## src/logic/fatal_pkg.sv

```systemverilog
// fatal_pkg: constants and carriers for the fatal error reporter
// assumes one 200 MHz clock and word-wide host port accesses
// Summary of operation
// [RULE1] any fatal error lights all three status leds together
// [RULE2] fatal code goes into low byte of status/address port, offset 2
// [RULE3] code 0 means message packet held no information
// [RULE4] code 1 packet read parity/timeout, code 2 packet write
// [RULE5] self-test: 4 ram error, 5 checksum, octal 14 general fatal
// [RULE6] code 6 envelope address read error, code 7 envelope write
// [RULE7] host silent past online time limit gives octal code 11
// [RULE8] host sending more commands than accepted gives octal code 12
// [RULE9] failed dma transfer gives octal code 13
// [RULE10] invalid connection identifier gives octal code 16
// [RULE11] error in initialization sequence gives octal code 23
// [RULE12] octal 111 autoboot timeout, octal 121 diagnostics load failure
// [RULE13] every minimal disk subset command is accepted and executed; the code refuses one while fatal is latched or MAX_CMDS are pending
// [RULE14] diagnostic utility and maintenance commands are not supported
// [RULE15] logical block numbers map to cylinder, track and sector
// [RULE16] device handles media error correction, host sees clean media
// [RULE17] status/address read in normal operation returns status
// [RULE18] host accesses both 16-bit ports only as whole words
// [RULE19] fatal code and leds hold until a write to init/poll port
package fatal_pkg;
  // ------------------------------------------------------------------
  // port map and timing
  // ------------------------------------------------------------------
  localparam logic [1:0] OFS_INIT_POLL = 2'h0;
  localparam logic [1:0] OFS_STATUS_ADDR = 2'h2;
  localparam logic [2:0] LEDS_ALL_ON = 3'h7;
  localparam logic [2:0] LEDS_RESET = 3'h0;
  localparam logic [7:0] SA_FATAL_HI = 8'h80;
  localparam logic [7:0] CODE_RESET = 8'h00;
  localparam int CLK_MHZ = 200;
  localparam int ONLINE_LIMIT_US = 1000;
  localparam int NUM_SRC = 15;

  // ------------------------------------------------------------------
  // fatal codes, hex values of the octal figures
  // ------------------------------------------------------------------
  localparam logic [7:0] FC_NO_INFO = 8'h00;
  localparam logic [7:0] FC_PKT_RD = 8'h01;
  localparam logic [7:0] FC_PKT_WR = 8'h02;
  localparam logic [7:0] FC_RAM = 8'h04;
  localparam logic [7:0] FC_CHECKSUM = 8'h05;
  localparam logic [7:0] FC_ENV_RD = 8'h06;
  localparam logic [7:0] FC_ENV_WR = 8'h07;
  localparam logic [7:0] FC_ONLINE_TMO = 8'h09;
  localparam logic [7:0] FC_CMD_OVFL = 8'h0a;
  localparam logic [7:0] FC_DMA = 8'h0b;
  localparam logic [7:0] FC_CTL_FATAL = 8'h0c;
  localparam logic [7:0] FC_CONN_ID = 8'h0e;
  localparam logic [7:0] FC_INIT_SEQ = 8'h13;
  localparam logic [7:0] FC_AUTOBOOT = 8'h49;
  localparam logic [7:0] FC_DIAG_LOAD = 8'h51;

  // source index order, lowest index wins on a tie
  localparam int SRC_ONLINE_TMO = 7;
  localparam int SRC_CMD_OVFL = 8;
  localparam logic [NUM_SRC-1:0][7:0] FC_TABLE = {
    FC_DIAG_LOAD, FC_AUTOBOOT, FC_INIT_SEQ, FC_CONN_ID, FC_CTL_FATAL,
    FC_DMA, FC_CMD_OVFL, FC_ONLINE_TMO, FC_ENV_WR, FC_ENV_RD,
    FC_CHECKSUM, FC_RAM, FC_PKT_WR, FC_PKT_RD, FC_NO_INFO};

  // ------------------------------------------------------------------
  // carriers
  // ------------------------------------------------------------------
  typedef enum logic [1:0] {
    CMD_MINIMAL, CMD_DIAG_UTIL, CMD_MAINT_RW
  } cmd_class_t;

  typedef struct packed {
    logic rd;
    logic wr;
    logic byte_acc;
    logic [1:0] addr;
    logic [15:0] wdata;
  } host_req_t;

  typedef struct packed {
    logic valid;
    cmd_class_t cls;
  } cmd_req_t;
endpackage

```

## src/logic/fatal_error_reporting.sv

```systemverilog
// fatal_error_reporting: fatal code latch, leds, port reads, command
// gate, block translation and media retry request
// assumes word-wide host requests synchronous to clock_in
`timescale 1ns/1ps
module fatal_error_reporting #(
  parameter int SPT = 17,
  parameter int HEADS = 4,
  parameter int LBN_W = 24,
  parameter int MAX_CMDS = 8,
  parameter int ONLINE_CYC = fatal_pkg::ONLINE_LIMIT_US * fatal_pkg::CLK_MHZ
) (
  input wire logic clock_in, // 200 MHz clock
  input wire logic rst_n_in, // sync reset, active low
  input wire fatal_pkg::host_req_t host_in, // host port request
  input wire logic [15:0] status_in, // normal port status word
  input wire logic [2:0] leds_in, // activity leds when healthy
  input wire logic [fatal_pkg::NUM_SRC-1:0] fatal_src_in, // fault pulses
  input wire logic online_start_in, // online step begins, pulse
  input wire fatal_pkg::cmd_req_t cmd_in, // command from host ring
  input wire logic cmd_done_in, // one command finished, pulse
  input wire logic lbn_valid_in, // block number strobe
  input wire logic [LBN_W-1:0] lbn_in, // logical block number
  input wire logic media_err_in, // media check failed, pulse
  output logic [2:0] led_out, // status leds
  output logic [15:0] rd_data_out, // host read data
  output logic fatal_out, // fatal latched
  output logic hard_init_out, // init/poll written, pulse
  output logic poll_out, // init/poll read while no fatal is latched, pulse
  output logic cmd_accept_out, // command taken, pulse
  output logic cmd_reject_out, // command refused, pulse
  output logic xlate_valid_out, // translation ready, pulse
  output logic [LBN_W-1:0] cyl_out, // cylinder
  output logic [7:0] head_out, // track within cylinder
  output logic [7:0] sector_out, // sector within track
  output logic retry_out // media reread request, pulse
);
  // ------------------------------------------------------------------
  // elaboration checks
  // ------------------------------------------------------------------
  if (SPT < 1 || SPT > 255 || HEADS < 1 || HEADS > 255)
    $error("geometry out of range");
  if (MAX_CMDS < 1 || MAX_CMDS > 255 || ONLINE_CYC < 1)
    $error("command depth or timeout out of range");
  if (LBN_W < 8 || LBN_W > 32)
    $error("block number width out of range");

  typedef enum {ON_IDLE, ON_WAIT} online_t;

  // ------------------------------------------------------------------
  // host port decode
  // ------------------------------------------------------------------
  // byte accesses are dropped whole
  wire word_ok = !host_in.byte_acc; // RULE18
  wire ip_sel = host_in.addr == fatal_pkg::OFS_INIT_POLL;
  wire sa_sel = host_in.addr == fatal_pkg::OFS_STATUS_ADDR;
  wire ip_wr = host_in.wr && word_ok && ip_sel;
  wire ip_rd = host_in.rd && word_ok && ip_sel;
  wire sa_rd = host_in.rd && word_ok && sa_sel;
  wire host_touch = (host_in.rd || host_in.wr) && word_ok;

  logic fatal_r, fatal_nxt;
  logic [7:0] code_r, code_nxt;
  online_t on_state_r, on_state_nxt;
  logic [31:0] on_cnt_r, on_cnt_nxt;
  logic [7:0] pend_r, pend_nxt;

  // ------------------------------------------------------------------
  // command gate and credit count
  // ------------------------------------------------------------------
  wire cmd_min = cmd_in.valid && cmd_in.cls == fatal_pkg::CMD_MINIMAL;
  wire cmd_bad = cmd_in.valid && !cmd_min; // RULE14
  wire pend_full = pend_r == 8'(MAX_CMDS);
  wire cmd_take = cmd_min && !pend_full && !fatal_r; // RULE13
  wire cmd_ovfl = cmd_min && pend_full; // RULE8
  wire pend_dec = cmd_done_in && pend_r != 8'h00;
  assign pend_nxt = ip_wr ? 8'h00 :
                    pend_r + 8'(cmd_take) - 8'(pend_dec);

  // ------------------------------------------------------------------
  // online timer: host must touch a port before expiry
  // ------------------------------------------------------------------
  wire on_expire = on_state_r == ON_WAIT &&
                   on_cnt_r == 32'(ONLINE_CYC - 1); // RULE7
  always_comb begin
    on_state_nxt = on_state_r;
    on_cnt_nxt = on_cnt_r;
    unique case (on_state_r)
      ON_IDLE: begin
        on_cnt_nxt = 32'h0;
        if (online_start_in) begin
          on_state_nxt = ON_WAIT;
        end
      end
      ON_WAIT: begin
        on_cnt_nxt = on_cnt_r + 32'h1;
        if (host_touch || on_expire) begin
          on_state_nxt = ON_IDLE;
        end
      end
    endcase
  end

  // ------------------------------------------------------------------
  // first-hit selection over fault sources
  // ------------------------------------------------------------------
  logic [fatal_pkg::NUM_SRC-1:0] src_all;
  logic [fatal_pkg::NUM_SRC:0] seen;
  logic [fatal_pkg::NUM_SRC:0][7:0] pick;
  always_comb begin
    src_all = fatal_src_in;
    src_all[fatal_pkg::SRC_ONLINE_TMO] = on_expire;
    src_all[fatal_pkg::SRC_CMD_OVFL] = cmd_ovfl;
  end
  assign seen[0] = 1'b0;
  assign pick[0] = 8'h00;
  for (genvar i = 0; i < fatal_pkg::NUM_SRC; i++) begin : g_src
    wire first = src_all[i] && !seen[i];
    assign seen[i+1] = seen[i] || src_all[i];
    // RULE3 RULE4 RULE5 RULE6 RULE9 RULE10 RULE11 RULE12
    assign pick[i+1] = first ? fatal_pkg::FC_TABLE[i] : pick[i];
  end
  wire any_fault = seen[fatal_pkg::NUM_SRC];

  // first fault latches, only an init/poll write clears
  assign fatal_nxt = ip_wr ? 1'b0 : (fatal_r || any_fault); // RULE19
  assign code_nxt = ip_wr ? fatal_pkg::CODE_RESET :
                    (fatal_r ? code_r :
                    (any_fault ? pick[fatal_pkg::NUM_SRC] : code_r));

  // ------------------------------------------------------------------
  // read data and leds
  // ------------------------------------------------------------------
  wire [15:0] sa_word = fatal_r ? {fatal_pkg::SA_FATAL_HI, code_r} // RULE2
                                : status_in; // RULE17
  wire [15:0] rd_nxt = sa_rd ? sa_word : 16'h0000;
  wire [2:0] led_nxt = fatal_nxt ? fatal_pkg::LEDS_ALL_ON : leds_in; // RULE1

  // ------------------------------------------------------------------
  // block translation and media retry
  // ------------------------------------------------------------------
  wire [LBN_W-1:0] trk = lbn_in / LBN_W'(SPT); // RULE15
  wire [LBN_W-1:0] sec_w = lbn_in % LBN_W'(SPT);
  wire [LBN_W-1:0] head_w = trk % LBN_W'(HEADS);
  wire [LBN_W-1:0] cyl_w = trk / LBN_W'(HEADS);

  // ------------------------------------------------------------------
  // state registers
  // ------------------------------------------------------------------
  always_ff @(posedge clock_in) begin
    if (!rst_n_in) begin
      fatal_r <= 1'b0;
      code_r <= fatal_pkg::CODE_RESET;
      on_state_r <= ON_IDLE;
      on_cnt_r <= 32'h0;
      pend_r <= 8'h00;
    end else begin
      fatal_r <= fatal_nxt;
      code_r <= code_nxt;
      on_state_r <= on_state_nxt;
      on_cnt_r <= on_cnt_nxt;
      pend_r <= pend_nxt;
    end
  end

  // registered outputs
  always_ff @(posedge clock_in) begin
    if (!rst_n_in) begin
      led_out <= fatal_pkg::LEDS_RESET;
      rd_data_out <= 16'h0000;
      fatal_out <= 1'b0;
      hard_init_out <= 1'b0;
      poll_out <= 1'b0;
      cmd_accept_out <= 1'b0;
      cmd_reject_out <= 1'b0;
      xlate_valid_out <= 1'b0;
      retry_out <= 1'b0;
    end else begin
      led_out <= led_nxt;
      rd_data_out <= rd_nxt;
      fatal_out <= fatal_nxt;
      hard_init_out <= ip_wr;
      poll_out <= ip_rd && !fatal_r;
      cmd_accept_out <= cmd_take;
      cmd_reject_out <= cmd_bad || (cmd_min && !cmd_take);
      xlate_valid_out <= lbn_valid_in;
      retry_out <= media_err_in; // RULE16
    end
  end

  // translation result holds until the next strobe
  always_ff @(posedge clock_in) begin
    if (!rst_n_in) begin
      cyl_out <= '0;
      head_out <= 8'h00;
      sector_out <= 8'h00;
    end else if (lbn_valid_in) begin
      cyl_out <= cyl_w;
      head_out <= head_w[7:0];
      sector_out <= sec_w[7:0];
    end
  end
endmodule // fatal_error_reporting

```

## config.mk

```make
export PLATFORM = sky130hd
export DESIGN_NAME = fatal_error_reporting
export DESIGN_NICKNAME = d
export VERILOG_FILES = /design/src/logic/fatal_pkg.sv /design/src/logic/fatal_error_reporting.sv
export SDC_FILE = /design/constraint.sdc
export NUM_CORES = 1
export LEC_CHECK = 0
export ABC_CLOCK_PERIOD_IN_PS = 14200
export BUFFER_PORTS_ARGS = -buffer_cell sky130_fd_sc_hd__buf_2
export CAP_MARGIN = 10
export CORE_MARGIN = 4
export CORE_UTILIZATION = 25
export DETAILED_ROUTE_END_ITERATION = 7
export PLACE_DENSITY = 0.39
export SYNTH_ARGS = -nofsm -noshare
export SYNTH_HDL_FRONTEND = slang
export SYNTH_SLANG_ARGS = --single-unit
```

## constraint.sdc

```tcl
create_clock -name clock_in -period 14.2 [get_ports clock_in]
set_clock_uncertainty 0.15 [all_clocks]
set_input_delay 0.71 -clock clock_in [delete_from_list [all_inputs] [get_ports clock_in]]
set_output_delay 0.71 -clock clock_in [all_outputs]
set_load 0.02 [all_outputs]
```

Word-level counts from Yosys, hierarchy flattened
Cells that the tools add are included.

storage, ports and cells
  register bits = 138
  input bits = 88
  logic and storage cells = 128
  output and inout port bits = 66

cells by class
  $add $sub $neg = 3
  bitwise logic cells = 3
  reductions and logical operators = 75
  muxes and demuxes = 21
  div/mod/pow operators = 2
  eq/ne operators = 7

operators with widths
  cell                                                     number
  one-hot mux 32 bit (2 select lines)                      2
  2-to-1 mux 32 bit                                        2
  adder 32 x 1 -> 32 bit (second input constant)           1
  == test 32 x 1 -> 1 bit (second input constant)          1
  == test 32 x 18 -> 1 bit (second input constant)         1
  == test 32 x 2 -> 1 bit (second input constant)          1
  logical NOT 32 bit                                       1
  logical AND 1 bit                                        29
  divider 24 x 5 -> 24 bit (second input constant)         1
  remainder unit 24 x 5 -> 24 bit (second input constant)  1
  2-to-1 mux 4 bit                                         5
  logical NOT 1 bit                                        19
  logical OR 1 bit                                         18
  2-to-1 mux 16 bit                                        1
  2-to-1 mux 3 bit                                         5
  2-to-1 mux 7 bit                                         2
  adder 8 x 1 -> 8 bit                                     1
  == test 8 x 4 -> 1 bit (second input constant)           1
  nonzero test 8 bit                                       1
  subtractor 8 x 1 -> 8 bit                                1
  AND reduction 2 bit                                      3
  2-to-1 mux 5 bit                                         1
  logical NOT 2 bit                                        2
  != test 2 bit (second input constant)                    2
  6 further kinds                                          9

Depth between registers and ports, before layout
Gate-level depths: netlist (run 1).

  depth after elaboration = 17
  depth in mapped cells = 49
  mapped depth without buffers = 44

Least setup slack after synthesis (run 1)
OpenSTA, ideal clock, no wires.

  path kind = input to register
  from = input port lbn_in[19]
  to = register sector_out[6]
  library setup time = 0.130 ns
  path buffers = 2
  path slack = 2.783 ns
  required time = 13.920 ns
  data arrival time = 11.137 ns
  cell stages on the path = 45
  cell sequence = buf_6 > or3_4 > o2bb2ai_2 > a211o_4 > o211ai_4 > a2111oi_4 > or3_4 > o31a_4 > o31a_1 > nor2_1 > mux2_4 > a32o_1 > o31a_1 > or2_1 > a221o_1 > and3_4 > or3_4 > a31oi_1 > [9 not listed] > nand4_1 > a21oi_1 > buf_2 > o21bai_1 > a21oi_1 > nor2_1 > ha_1 > o21ai_0 > a41o_1 > o211ai_4 > xnor2_1 > ha_1 > o31ai_1 > o31a_4 > nor2_2 > a21oi_1 > mux2i_1 > o22ai_1

on the way
  longest elaborated chain between the ends = 1

RTL lines
  item                             RTL line                      RTL
  from (decl)                      fatal_error_reporting.sv:22   input wire logic [LBN_W-1:0] lbn_in,
  remainder unit 24 x 5 -> 24 bit  fatal_error_reporting.sv:142  wire [LBN_W-1:0] sec_w = lbn_in % LBN_W'(SPT);
  to (signal assigned)             fatal_error_reporting.sv:199  sector_out <= sec_w[7:0];
  to (decl)                        fatal_error_reporting.sv:34   output logic [7:0] sector_out,

Every way passes these cells.
A chain may end at the register's enable or synchronous reset.

Worst setup path in the final report (run 1)
  from = input port lbn_in[23]
  to = register sector_out[6]

Same word-level chain as after synthesis.

==> qor.csv, run 1 <==
stage,metric,value,unit
run_status,outcome,"finished, final reports clean",
cells_and_area,drive_gt1_frac,0.1892,
global_routing,grt_first_pass_wirelength,43240,um
synthesis,synth.distinct_cells,109,
placed_design,dp_cells,1614,
placed_design,dpl.hpwl,20490,um
timing,hold_ws,0.3153,ns
floorplanning,ios,154,
timing,period_share,0.9093,
timing,drv_slew,0,
route,vias,8385,
floorplanning,rows,66,
pwr,p_leak,3.744,nW
cells_and_area,fin_nets,1290,
synthesis,synth_ff_type,dfxtp_1,
setup_path,crit_family,compound AO/OA/AOI/OAI gates,
placed_design,place_area,9395,sq um
route,finalWirelength,27010,um
timing,finalSetupViolations,0,
synthesis,async_flop_share,0,
timing,fmaxAchievable,77.45,MHz
timing,relSlewSlack,0.3478,
global_routing,grtUsageTotal,0.1436,
placed_design,place_ws,0.7218,ns
setup_path,crit_required,14.26,ns
floorplanning,die_h,191.3,um
route,postRouteAntennaNets,0,
clock_network,tritoncts,built,
clock_network,cts.sinks,101,
cells_and_area,final_util,0.2969,
pwr,power,2.694,mW
setup_path,cpMostUsedCell,a31oi_1,
cells_and_area,area_growth,16.13,%
synthesis,synth_area,8402,sq um
route,routedWlPerCell,16.55,um
clock_network,h-tree-depth,3,
clock_network,cts_setup_buffers,0,
floorplanning,initial_core_util,0.2556,
timing,hold_viol_final,0,
global_routing,antenna_found_initial,0,
clock_network,clock_latency,0.36,ns
synthesis,ys_ff_latch,101,
synthesis,yosys-top-cells-area,"dfxtp_1, nor2_1, a21oi_1",
setup_path,cpMaxStageDelayCell,mux2i_1,
synthesis,seq_area_frac_synth,0.2407,
synthesis,synth_top_area_share,0.2407,
route,drt-vias-per-instance,5.138,
timing,post-route-min-period,12.91,ns
clock_network,holdBufCountCts,0,
pwr,p_per_area,276.1,nW/um^2
run,max_cap_viol_count,0,
setup_path,max_stage_delay,0.54,ns
synthesis,synth_edf_count,0,
timing,rsz0062_at_grt,no,
setup_path,worstSetupEndpointType,register,
placed_design,routabilityCongestion,0.8392,
synthesis,synth_common_cells,"nor2_1, dfxtp_1, nand2_1",
timing,tightestPinTransition,0.9783,ns
setup_path,crit_arrival,12.97,ns
floorplanning,die_x,191.3,um
route,drt_iter0_drc,339,
route,route.detailed.drc,0,
route,drt-pass1-iter-count,4,
synthesis,synth.most_common_cell,nor2_1,
setup_path,crit_path_max_fanout,19,
placed_design,portBuffers,123,
synthesis,yosysTopAreaCell,dfxtp_1,
floorplanning,dieArea,36600,sq um
global_routing,grt_pass1_vias,8085,
timing,fin_setup_tns,0,ns
setup_path,start_kind,primary input,
timing,fin_ws,1.288,ns
clock_network,clk_pin_slew,0.08,ns
clock_network,clockRootBuffer,clkbuf_16,
min_path,hold_path_class,reg2reg,
clock_network,cts_buffers,9,
global_routing,grt_overflow,0,
floorplanning,coreArea,32870,sq um
cells_and_area,design_area,9757,sq um
synthesis,synth.yosys.warnings,0,
setup_path,cp_num_buf_inv,1,
clock_network,cts_resized,0,
synthesis,syn_area_per_cell,7.736,sq um
global_routing,grt_max_degree,48,
clock_network,cts.path.max_buffers,2,
pwr,peakVddDrop,0.1772,mV
cells_and_area,final_cells,1632,
synthesis,synthCells,1086,
setup_path,crit_type,in2reg,
==> final timing paths <==
check                         start                    endpoint  slack [ns]  depth (start not counted)
max                      lbn_in[23]  sector_out[6]$_SDFFE_PN0P_        1.29                         45
min reg2reg  on_cnt_r[0]$_SDFF_PN0_      on_cnt_r[0]$_SDFF_PN0_        0.32                          1
max reg2reg    pend_r[5]$_SDFF_PP0_        pend_r[7]$_SDFF_PP0_       11.19                         17
min          on_cnt_r[0]$_SDFF_PN0_      on_cnt_r[0]$_SDFF_PN0_        0.32                          1
==> per-layer routing <==
| layer | vias up | GRT usage | share of wire | wire (um) |
|---|---|---|---|---|
| met1 | 3949 | 0.1917 | 0.47 | 12760 |
| met2 | 178 | 0.2472 | 0.48 | 12830 |
| met5 | - | 0 | 0 | 0 |
| met4 | 0 | 0.02127 | 0.0071 | 191 |
| met3 | 16 | 0.02575 | 0.045 | 1222 |
| li1 | 4242 | - | - | - |
==> flip-flops by register name, indices dropped and copies added, names as in the netlist, 2 cells and up <==
register,count
cyl_out,18
rd_data_out,16
led_out,3
sector_out,8
pend_r,8
code_r,6
on_cnt_r,32
head_out,2
==> report_power, final <==
| part | switching (mW) | internal [mW] |
|---|---|---|
| Clock | 0.133 | 0.143 |
| Sequential | 0.0190 | 0.319 |
| Combinational | 1.26 | 0.816 |
| Total | 1.42 | 1.28 |
==> cells in the final DEF, fill, tap and decap left out, drive strengths merged, types with 9 or more instances in the layout <==
cell type and n:
a211o 12, a211oi 22, a21boi 9, a21o 10, a21oi 65, a31oi 16
and2 23, and3 20, buf 133, clkbuf 9, conb 12, dfxtp 101
ha 17, inv 42, mux2i 24, nand2 78, nand2b 19, nand3 27
nand4 17, nor2 148, nor2b 10, nor3 35, nor4 11, o211ai 24
o21ai 53, o31a 14, o31ai 13, or2 11, or3 33, xnor2 22
xor2 21
==> cells by family after synthesis <==
group / count (synthesis) / share of synthesized area
AO/OA/AOI/OAI: 347 / 0.3255
XOR/XNOR: 43 / 0.04661
other: 1 / 0.0004463
adder cells (fa/ha/maj): 21 / 0.03127
multiplexers: 28 / 0.03485
AND/OR/NAND/NOR: 447 / 0.2685
buffers and inverters: 98 / 0.05212
flip-flops: 101 / 0.2407
==> final cells by class <==
cell class | count | area, sq um
sequential | 101 | 2022
clock inverter | 7 | 100.1
clock buffer | 9 | 225.2
tap | 442 | 553.0
fill | 3678 | 23110
inverter | 41 | 153.9
timing repair buffer | 133 | 710.7
antenna | 1 | 2.502
multi-input combinational | 898 | 5989
Note: power is estimated with default switching activity, not from simulation.
==> run 2: changes to the inputs <==
--- a/config.mk
+++ b/config.mk
@@ -5,6 +5,7 @@
 export SDC_FILE = /design/constraint.sdc
 export NUM_CORES = 1
 export LEC_CHECK = 0
+export ABC_AREA = 1
 export ABC_CLOCK_PERIOD_IN_PS = 14200
 export BUFFER_PORTS_ARGS = -buffer_cell sky130_fd_sc_hd__buf_2
 export CAP_MARGIN = 10
==> qor.csv, run 2 <==
stage,metric,value,unit,change
global_routing,grt_max_degree,42,,-13%
timing,drv_slew,0,,unchanged
global_routing,grtUsageTotal,0.1198,,-0.02379
timing,fmaxAchievable,86.46,MHz,+12%
clock_network,cts_resized,0,,unchanged
cells_and_area,mostFrequentLayoutCell,nand2_1,,
run,max_cap_viol_count,0,,unchanged
timing,period_share,0.8145,,-0.09485
route,finalWirelength,21470,um,-20%
setup_path,start_kind,primary input,,
floorplanning,initial_core_util,0.2548,,-0.0007847
setup_path,crit_path_max_fanout,9,,-10
cells_and_area,area_growth,16.47,%,
route,route.detailed.drc,0,,unchanged
floorplanning,dieArea,35360,sq um,-3.4%
timing,rsz0062_at_grt,no,,
clock_network,tritoncts,built,,
min_path,holdPathEnd,on_cnt_r[0]$_SDFF_PN0_,,
synthesis,synthCells,1268,,+17%
timing,finalSetupViolations,0,,unchanged
global_routing,grt_first_pass_wirelength,35450,um,-18%
clock_network,holdBufCountCts,0,,unchanged
global_routing,grt_overflow,0,,unchanged
synthesis,seq_area_frac_synth,0.2495,,+0.008843
clock_network,cts.path.max_buffers,2,,unchanged
run_status,outcome,"finished, final reports clean",,
route,vias,7765,,-7.4%
synthesis,synth_top_area_share,0.2495,,+0.008843
route,drt-pass1-iter-count,4,,unchanged
cells_and_area,multi_input_area,5070,sq um,-15%
cells_and_area,final_cell_mix,"nand2_1, inv_1, nor2_1, buf_2, dfxtp_1",,
setup_path,crit_required,14.31,ns,+0.05 ns
floorplanning,die_h,188.0,um,-1.7%
cells_and_area,seq_area,2022,sq um,unchanged
synthesis,synth_area,8104,sq um,-3.5%
synthesis,synth_fa_ha_area_frac,0.02872,,-0.002556
synthesis,synth.most_common_cell,nand2_1,,
setup_path,max_stage_delay,0.26,ns,-0.28 ns
route,postRouteAntennaNets,0,,unchanged
cells_and_area,fin_nets,1495,,+16%
setup_path,cpMaxStageDelayCell,ha_1,,
synthesis,synth.distinct_cells,57,,-48%
cells_and_area,largest_reg_flops,32,,unchanged
cells_and_area,top_regs,"on_cnt_r (32), cyl_out (18), rd_data_out (16)",,
synthesis,muxShareOfSynthArea,0,,-0.03485
timing,fin_setup_tns,0,ns,unchanged
cells_and_area,n_antenna_cell,0,,-1
route,drt_iter0_drc,309,,-8.8%
synthesis,async_flop_share,0,,unchanged
placed_design,portBuffers,123,,unchanged
synthesis,synth.yosys.warnings,0,,unchanged
cells_and_area,drive_gt1_frac,0.2389,,+0.04965
clock_network,cts.sinks,101,,unchanged
setup_path,rrSetupSlack,10.19,ns,-1.00 ns
synthesis,synth_edf_count,0,,unchanged
timing,hold_viol_final,0,,unchanged
clock_network,cts_buffers,9,,unchanged
timing,relSlewSlack,0.5492,,+0.2014
global_routing,antenna_found_initial,1,,+1
global_routing,grt_pass1_vias,7203,,-11%
timing,post-route-min-period,11.57,ns,-1.347 ns
route,drt-vias-per-instance,4.245,,-17%
timing,tightestPinTransition,0.6754,ns,-0.3029 ns
setup_path,crit_type,in2reg,,
synthesis,synth_ff_type,dfxtp_1,,
setup_path,r2r-start,on_cnt_r[2]$_SDFF_PN0_,,
synthesis,synth_common_cells,"nand2_1, inv_1, nor2_1",,
route,routedWlPerCell,11.74,um,-29%
setup_path,cpMostUsedCell,nand2_2,,
cells_and_area,fill_cells,3586,,-2.5%
min_path,hold_path_class,reg2reg,,
floorplanning,ios,154,,unchanged
placed_design,routabilityCongestion,0.7905,,-5.8%
synthesis,synth_top_family_by_area,simple AND/OR/NAND/NOR gates,,
synthesis,ys_ff_latch,101,,unchanged
timing,hold_ws,0.3056,ns,-0.009674 ns
synthesis,synthXorXnorAreaFrac,0.01930,,-0.02731
min_path,hold_start,on_cnt_r[0]$_SDFF_PN0_,,
clock_network,clk_pin_slew,0.07,ns,about the same
clock_network,h-tree-depth,3,,unchanged
clock_network,clockRootBuffer,clkbuf_16,,
synthesis,yosys.area_share.simple,0.4544,,+0.1859
synthesis,yosys-top-cells-area,"dfxtp_1, nand2_1, inv_1",,
cells_and_area,top_register,on_cnt_r,,
clock_network,cts_setup_buffers,0,,unchanged
synthesis,syn_area_per_cell,6.391,sq um,-17%
min_path,holdPathStages,1,,unchanged
setup_path,timing.rr.end,on_cnt_r[31]$_SDFF_PN0_,,
synthesis,synth_compound_area_frac,0.1176,,-0.2079
synthesis,yosysTopAreaCell,dfxtp_1,,
clock_network,clock_latency,0.36,ns,about the same
setup_path,worstSetupEndpointType,register,,
setup_path,r2r_cells,27,,+10
placed_design,dpl.hpwl,17110,um,-16%
floorplanning,die_x,188.0,um,-1.7%
setup_path,crit_arrival,11.68,ns,-1.29 ns
floorplanning,coreArea,31800,sq um,-3.2%
floorplanning,rows,65,,-1.5%
==> run 2: cell types whose count changed in the layout (fill, tap and decap cells not counted), sizes merged, moves of 22 or more <==
cell and change:
a211oi -22, inv +183, mux2i -24, nand2 +284, nand3 +89, or3 -32
==> run 2: worst max-delay path by stage <==
| stage | cells past startpoint | end | startpoint | slack [ns] |
|---|---|---|---|---|
| after floorplan | 104 | sector_out[2]$_SDFFE_PN0P_ | lbn_in[21] | 4.09 |
| after global placement | 102 | sector_out[2]$_SDFFE_PN0P_ | lbn_in[21] | 2.07 |
| after detailed placement | 101 | sector_out[2]$_SDFFE_PN0P_ | lbn_in[21] | 2.11 |
| after CTS | 104 | sector_out[2]$_SDFFE_PN0P_ | lbn_in[21] | 2.49 |
| after global routing | 105 | sector_out[2]$_SDFFE_PN0P_ | lbn_in[21] | 1.20 |
| final | 101 | sector_out[2]$_SDFFE_PN0P_ | lbn_in[21] | 2.63 |
==> run 2: final cells by class <==
| cell class | count | area share |
|---|---|---|
| Timing Repair Buffer | 125 | 0.06681 |
| Tap cell | 435 | 0.05766 |
| Sequential cell | 101 | 0.2142 |
| Clock buffer | 11 | 0.02572 |
| Clock inverter | 5 | 0.006760 |
| Multi-Input combinational cell | 926 | 0.5371 |
| Inverter | 226 | 0.09173 |
==> run 2: critical path, delay by kind of cell <==
kind | cells | cell delay (ns)
adders and majority gates | 2 | 0.46
and+or+nand+nor | 87 | 9.10
AOI/OAI and AO/OA | 5 | 0.91
buffers and inverters | 7 | 0.46
==> run 2: stage by stage <==
step | area, sq um | util | std cells | setup WS [ns]
floorplan | 8145 | - | 1279 | 4.089
global placement | 9133 | 0.2872 | 1813 | 2.066
detailed placement | 9133 | 0.2872 | 1813 | 2.112
CTS | 9439 | 0.2968 | 1829 | 2.492
global route | 9439 | 0.2968 | 1829 | 1.203
finish | 9439 | 0.2968 | 1829 | 2.635
==> run 2: kinds of logic after synthesis <==
family                   after synthesis
AND/OR/NAND/NOR                      723
buffers and inverters                252
AO/OA/AOI/OAI                        156
flip-flops                           101
adder cells (fa/ha/maj)               18
XOR/XNOR                              17
other                                  1
==> run 2: per-layer routing <==
| metal | wire (um) | track usage | vias to the layer above |
|---|---|---|---|
| met5 | 13 | 0 | - |
| met4 | 191 | 0.02456 | 2 |
| met3 | 884 | 0.02774 | 12 |
| met2 | 9337 | 0.1919 | 124 |
| met1 | 11040 | 0.1652 | 3375 |
| li1 | - | - | 4252 |
Power of run 2 is not shown: default switching activity piles up to over one toggle a cycle in this logic, so the estimate is an artifact.
==> run 3: changes to the inputs <==
--- a/config.mk
+++ b/config.mk
@@ -6,13 +6,13 @@
 export NUM_CORES = 1
 export LEC_CHECK = 0
 export ABC_AREA = 1
-export ABC_CLOCK_PERIOD_IN_PS = 14200
+export ABC_CLOCK_PERIOD_IN_PS = 9900
 export BUFFER_PORTS_ARGS = -buffer_cell sky130_fd_sc_hd__buf_2
 export CAP_MARGIN = 10
 export CORE_MARGIN = 4
 export CORE_UTILIZATION = 25
 export DETAILED_ROUTE_END_ITERATION = 7
-export PLACE_DENSITY = 0.39
+export PLACE_DENSITY = 0.41
 export SYNTH_ARGS = -nofsm -noshare
 export SYNTH_HDL_FRONTEND = slang
 export SYNTH_SLANG_ARGS = --single-unit
==> constraint.sdc (replaced) <==
create_clock -name clock_in -period 9.9 [get_ports clock_in]
set_clock_uncertainty 0.15 [all_clocks]
set_input_delay 0.495 -clock clock_in [delete_from_list [all_inputs] [get_ports clock_in]]
set_output_delay 0.495 -clock clock_in [all_outputs]
set_load 0.02 [all_outputs]
==> qor.csv, run 3 (synthesis gave the netlist of run 2 again) <==
stage,metric,value,unit,change
run_status,outcome,"complete, but fails checks",,
run_status,violations,setup timing,,
floorplanning,initial_core_util,0.2548,,unchanged
clock_network,cts.path.max_buffers,2,,unchanged
placed_design,routabilityCongestion,0.8251,,+4.4%
route,drt_iter0_drc,195,,-37%
min_path,hold_path_class,in2reg,,
global_routing,grt_max_degree,42,,unchanged
timing,hold_viol_final,0,,unchanged
route,routedWlPerCell,11.91,um,+1.4%
cells_and_area,largest_reg_flops,32,,unchanged
route,postRouteAntennaNets,0,,unchanged
cells_and_area,n_antenna_cell,0,,unchanged
timing,post-route-min-period,10.40,ns,
route,drt-vias-per-instance,4.271,,+0.60%
cells_and_area,top_register,on_cnt_r,,
placed_design,dpl.hpwl,18340,um,+7.2%
clock_network,cts_buffers,9,,unchanged
route,finalWirelength,24400,um,+14%
global_routing,grt_overflow,0,,unchanged
setup_path,start_kind,primary input,,
timing,fin_ws,-0.4984,ns,-3.133 ns
timing,finalSetupViolations,9,,+9
placed_design,portBuffers,123,,unchanged
floorplanning,coreArea,31800,sq um,unchanged
clock_network,holdBufCountCts,0,,unchanged
setup_path,crit_arrival,10.51,ns,-1.17 ns
floorplanning,rows,65,,unchanged
route,route.detailed.drc,0,,unchanged
floorplanning,ios,154,,unchanged
setup_path,crit_path_max_fanout,7,,-2
timing,relSlewSlack,0.4634,,-0.08578
cells_and_area,drive_gt1_frac,0.4182,,+0.1793
setup_path,crit_type,in2reg,,
setup_path,cpMaxStageDelayCell,a21oi_4,,
route,vias,8751,,+13%
setup_path,rrSetupSlack,5.81,ns,-4.38 ns
cells_and_area,final_cell_mix,"nand2_1, buf_4, inv_1, nor2_1, buf_2",,
timing,tightestPinTransition,0.8040,ns,+0.1285 ns
timing,drv_slew,0,,unchanged
timing,period_share,1.050,,
clock_network,clock_latency,0.35,ns,about the same
global_routing,grt_pass1_vias,8508,,+18%
cells_and_area,area_growth,48.63,%,
global_routing,antenna_found_initial,3,,+2
floorplanning,die_h,188.0,um,unchanged
clock_network,cts.sinks,101,,unchanged
route,drt-pass1-iter-count,4,,unchanged
run,max_cap_viol_count,0,,unchanged
timing,fmaxAchievable,96.17,MHz,
setup_path,max_stage_delay,0.24,ns,-0.02 ns
timing,fin_setup_tns,-4.060,ns,-4.060 ns
cells_and_area,fin_nets,1715,,+15%
clock_network,h-tree-depth,3,,unchanged
global_routing,grt_first_pass_wirelength,40250,um,+14%
cells_and_area,design_area,12050,sq um,+28%
setup_path,cpMostUsedCell,nand2_4,,
setup_path,crit_required,10.01,ns,-4.30 ns
setup_path,worstSetupEndpointType,register,,
clock_network,tritoncts,built,,
floorplanning,die_x,188.0,um,unchanged
cells_and_area,top_regs,"on_cnt_r (32), cyl_out (18), rd_data_out (16)",,
clock_network,clockRootBuffer,clkbuf_16,,
floorplanning,dieArea,35360,sq um,unchanged
timing,rsz0062_at_grt,yes,,
global_routing,grtUsageTotal,0.1350,,+0.01524
clock_network,clk_pin_slew,0.07,ns,about the same
placed_design,place_area,10360,sq um,+13%
-- run 3: through the flow --
stage / worst slack [ns] / instances / hold slack (ns) / util
finish: -0.4984 / 2049 / 0.1686 / 0.3788
global route: -1.285 / 2049 / 0.1660 / 0.3788
CTS: -0.1144 / 2027 / 0.1471 / 0.3622
detailed placement: -0.9974 / 1976 / 0.2911 / 0.3257
global placement: -0.9247 / 1976 / 0.2887 / 0.3257
floorplan: 0.004198 / 1279 / 0.2676 / -
-- run 3: final cells by class --
class	instances	area, sq um
sequential	101	2022
clock buffer	9	225.2
inverter	226	883.3
multi-input combinational	927	5942
fill	3428	19750
timing repair buffer	344	2335
tap	435	544.3
clock inverter	7	93.84
-- run 3: path summary, 6_finish.rpt --
kind                                from                         end  cells past startpoint
hold reg to reg   on_cnt_r[0]$_SDFF_PN0_      on_cnt_r[0]$_SDFF_PN0_                      1
setup / recovery              lbn_in[20]  sector_out[2]$_SDFFE_PN0P_                     95
hold / removal              media_err_in        retry_out$_SDFF_PN0_                      3
setup reg to reg  on_cnt_r[0]$_SDFF_PN0_     on_cnt_r[31]$_SDFF_PN0_                     27
-- run 3: per-layer routing --
metal  routed length, um  vias to the layer above  track usage
met1               11260                     3928       0.1711
met2               11900                      121       0.2397
li1                    -                     4683            -
met4                 169                        4      0.02202
met3                1046                       15      0.02829
met5                  17                        -            0
-- run 3: worst max-delay path: cells and delay by family --
| family | cells | cell delay [ns] |
|---|---|---|
| fa+ha+maj | 1 | 0.16 |
| compound gates | 9 | 1.77 |
| simple gates | 75 | 7.25 |
| buf+inv | 10 | 0.82 |
-- run 3: what timing repair did --
item / in CTS / in global routing
pin swaps: 48 / 73
gates resized for setup: 143 / 87
endpoints found under the hold margin: 0 / 0
setup endpoints to repair: 10 / 10
buffers inserted: 34 / 22
cloned: 1 / 0
Power of run 3 is left out for the same reason.
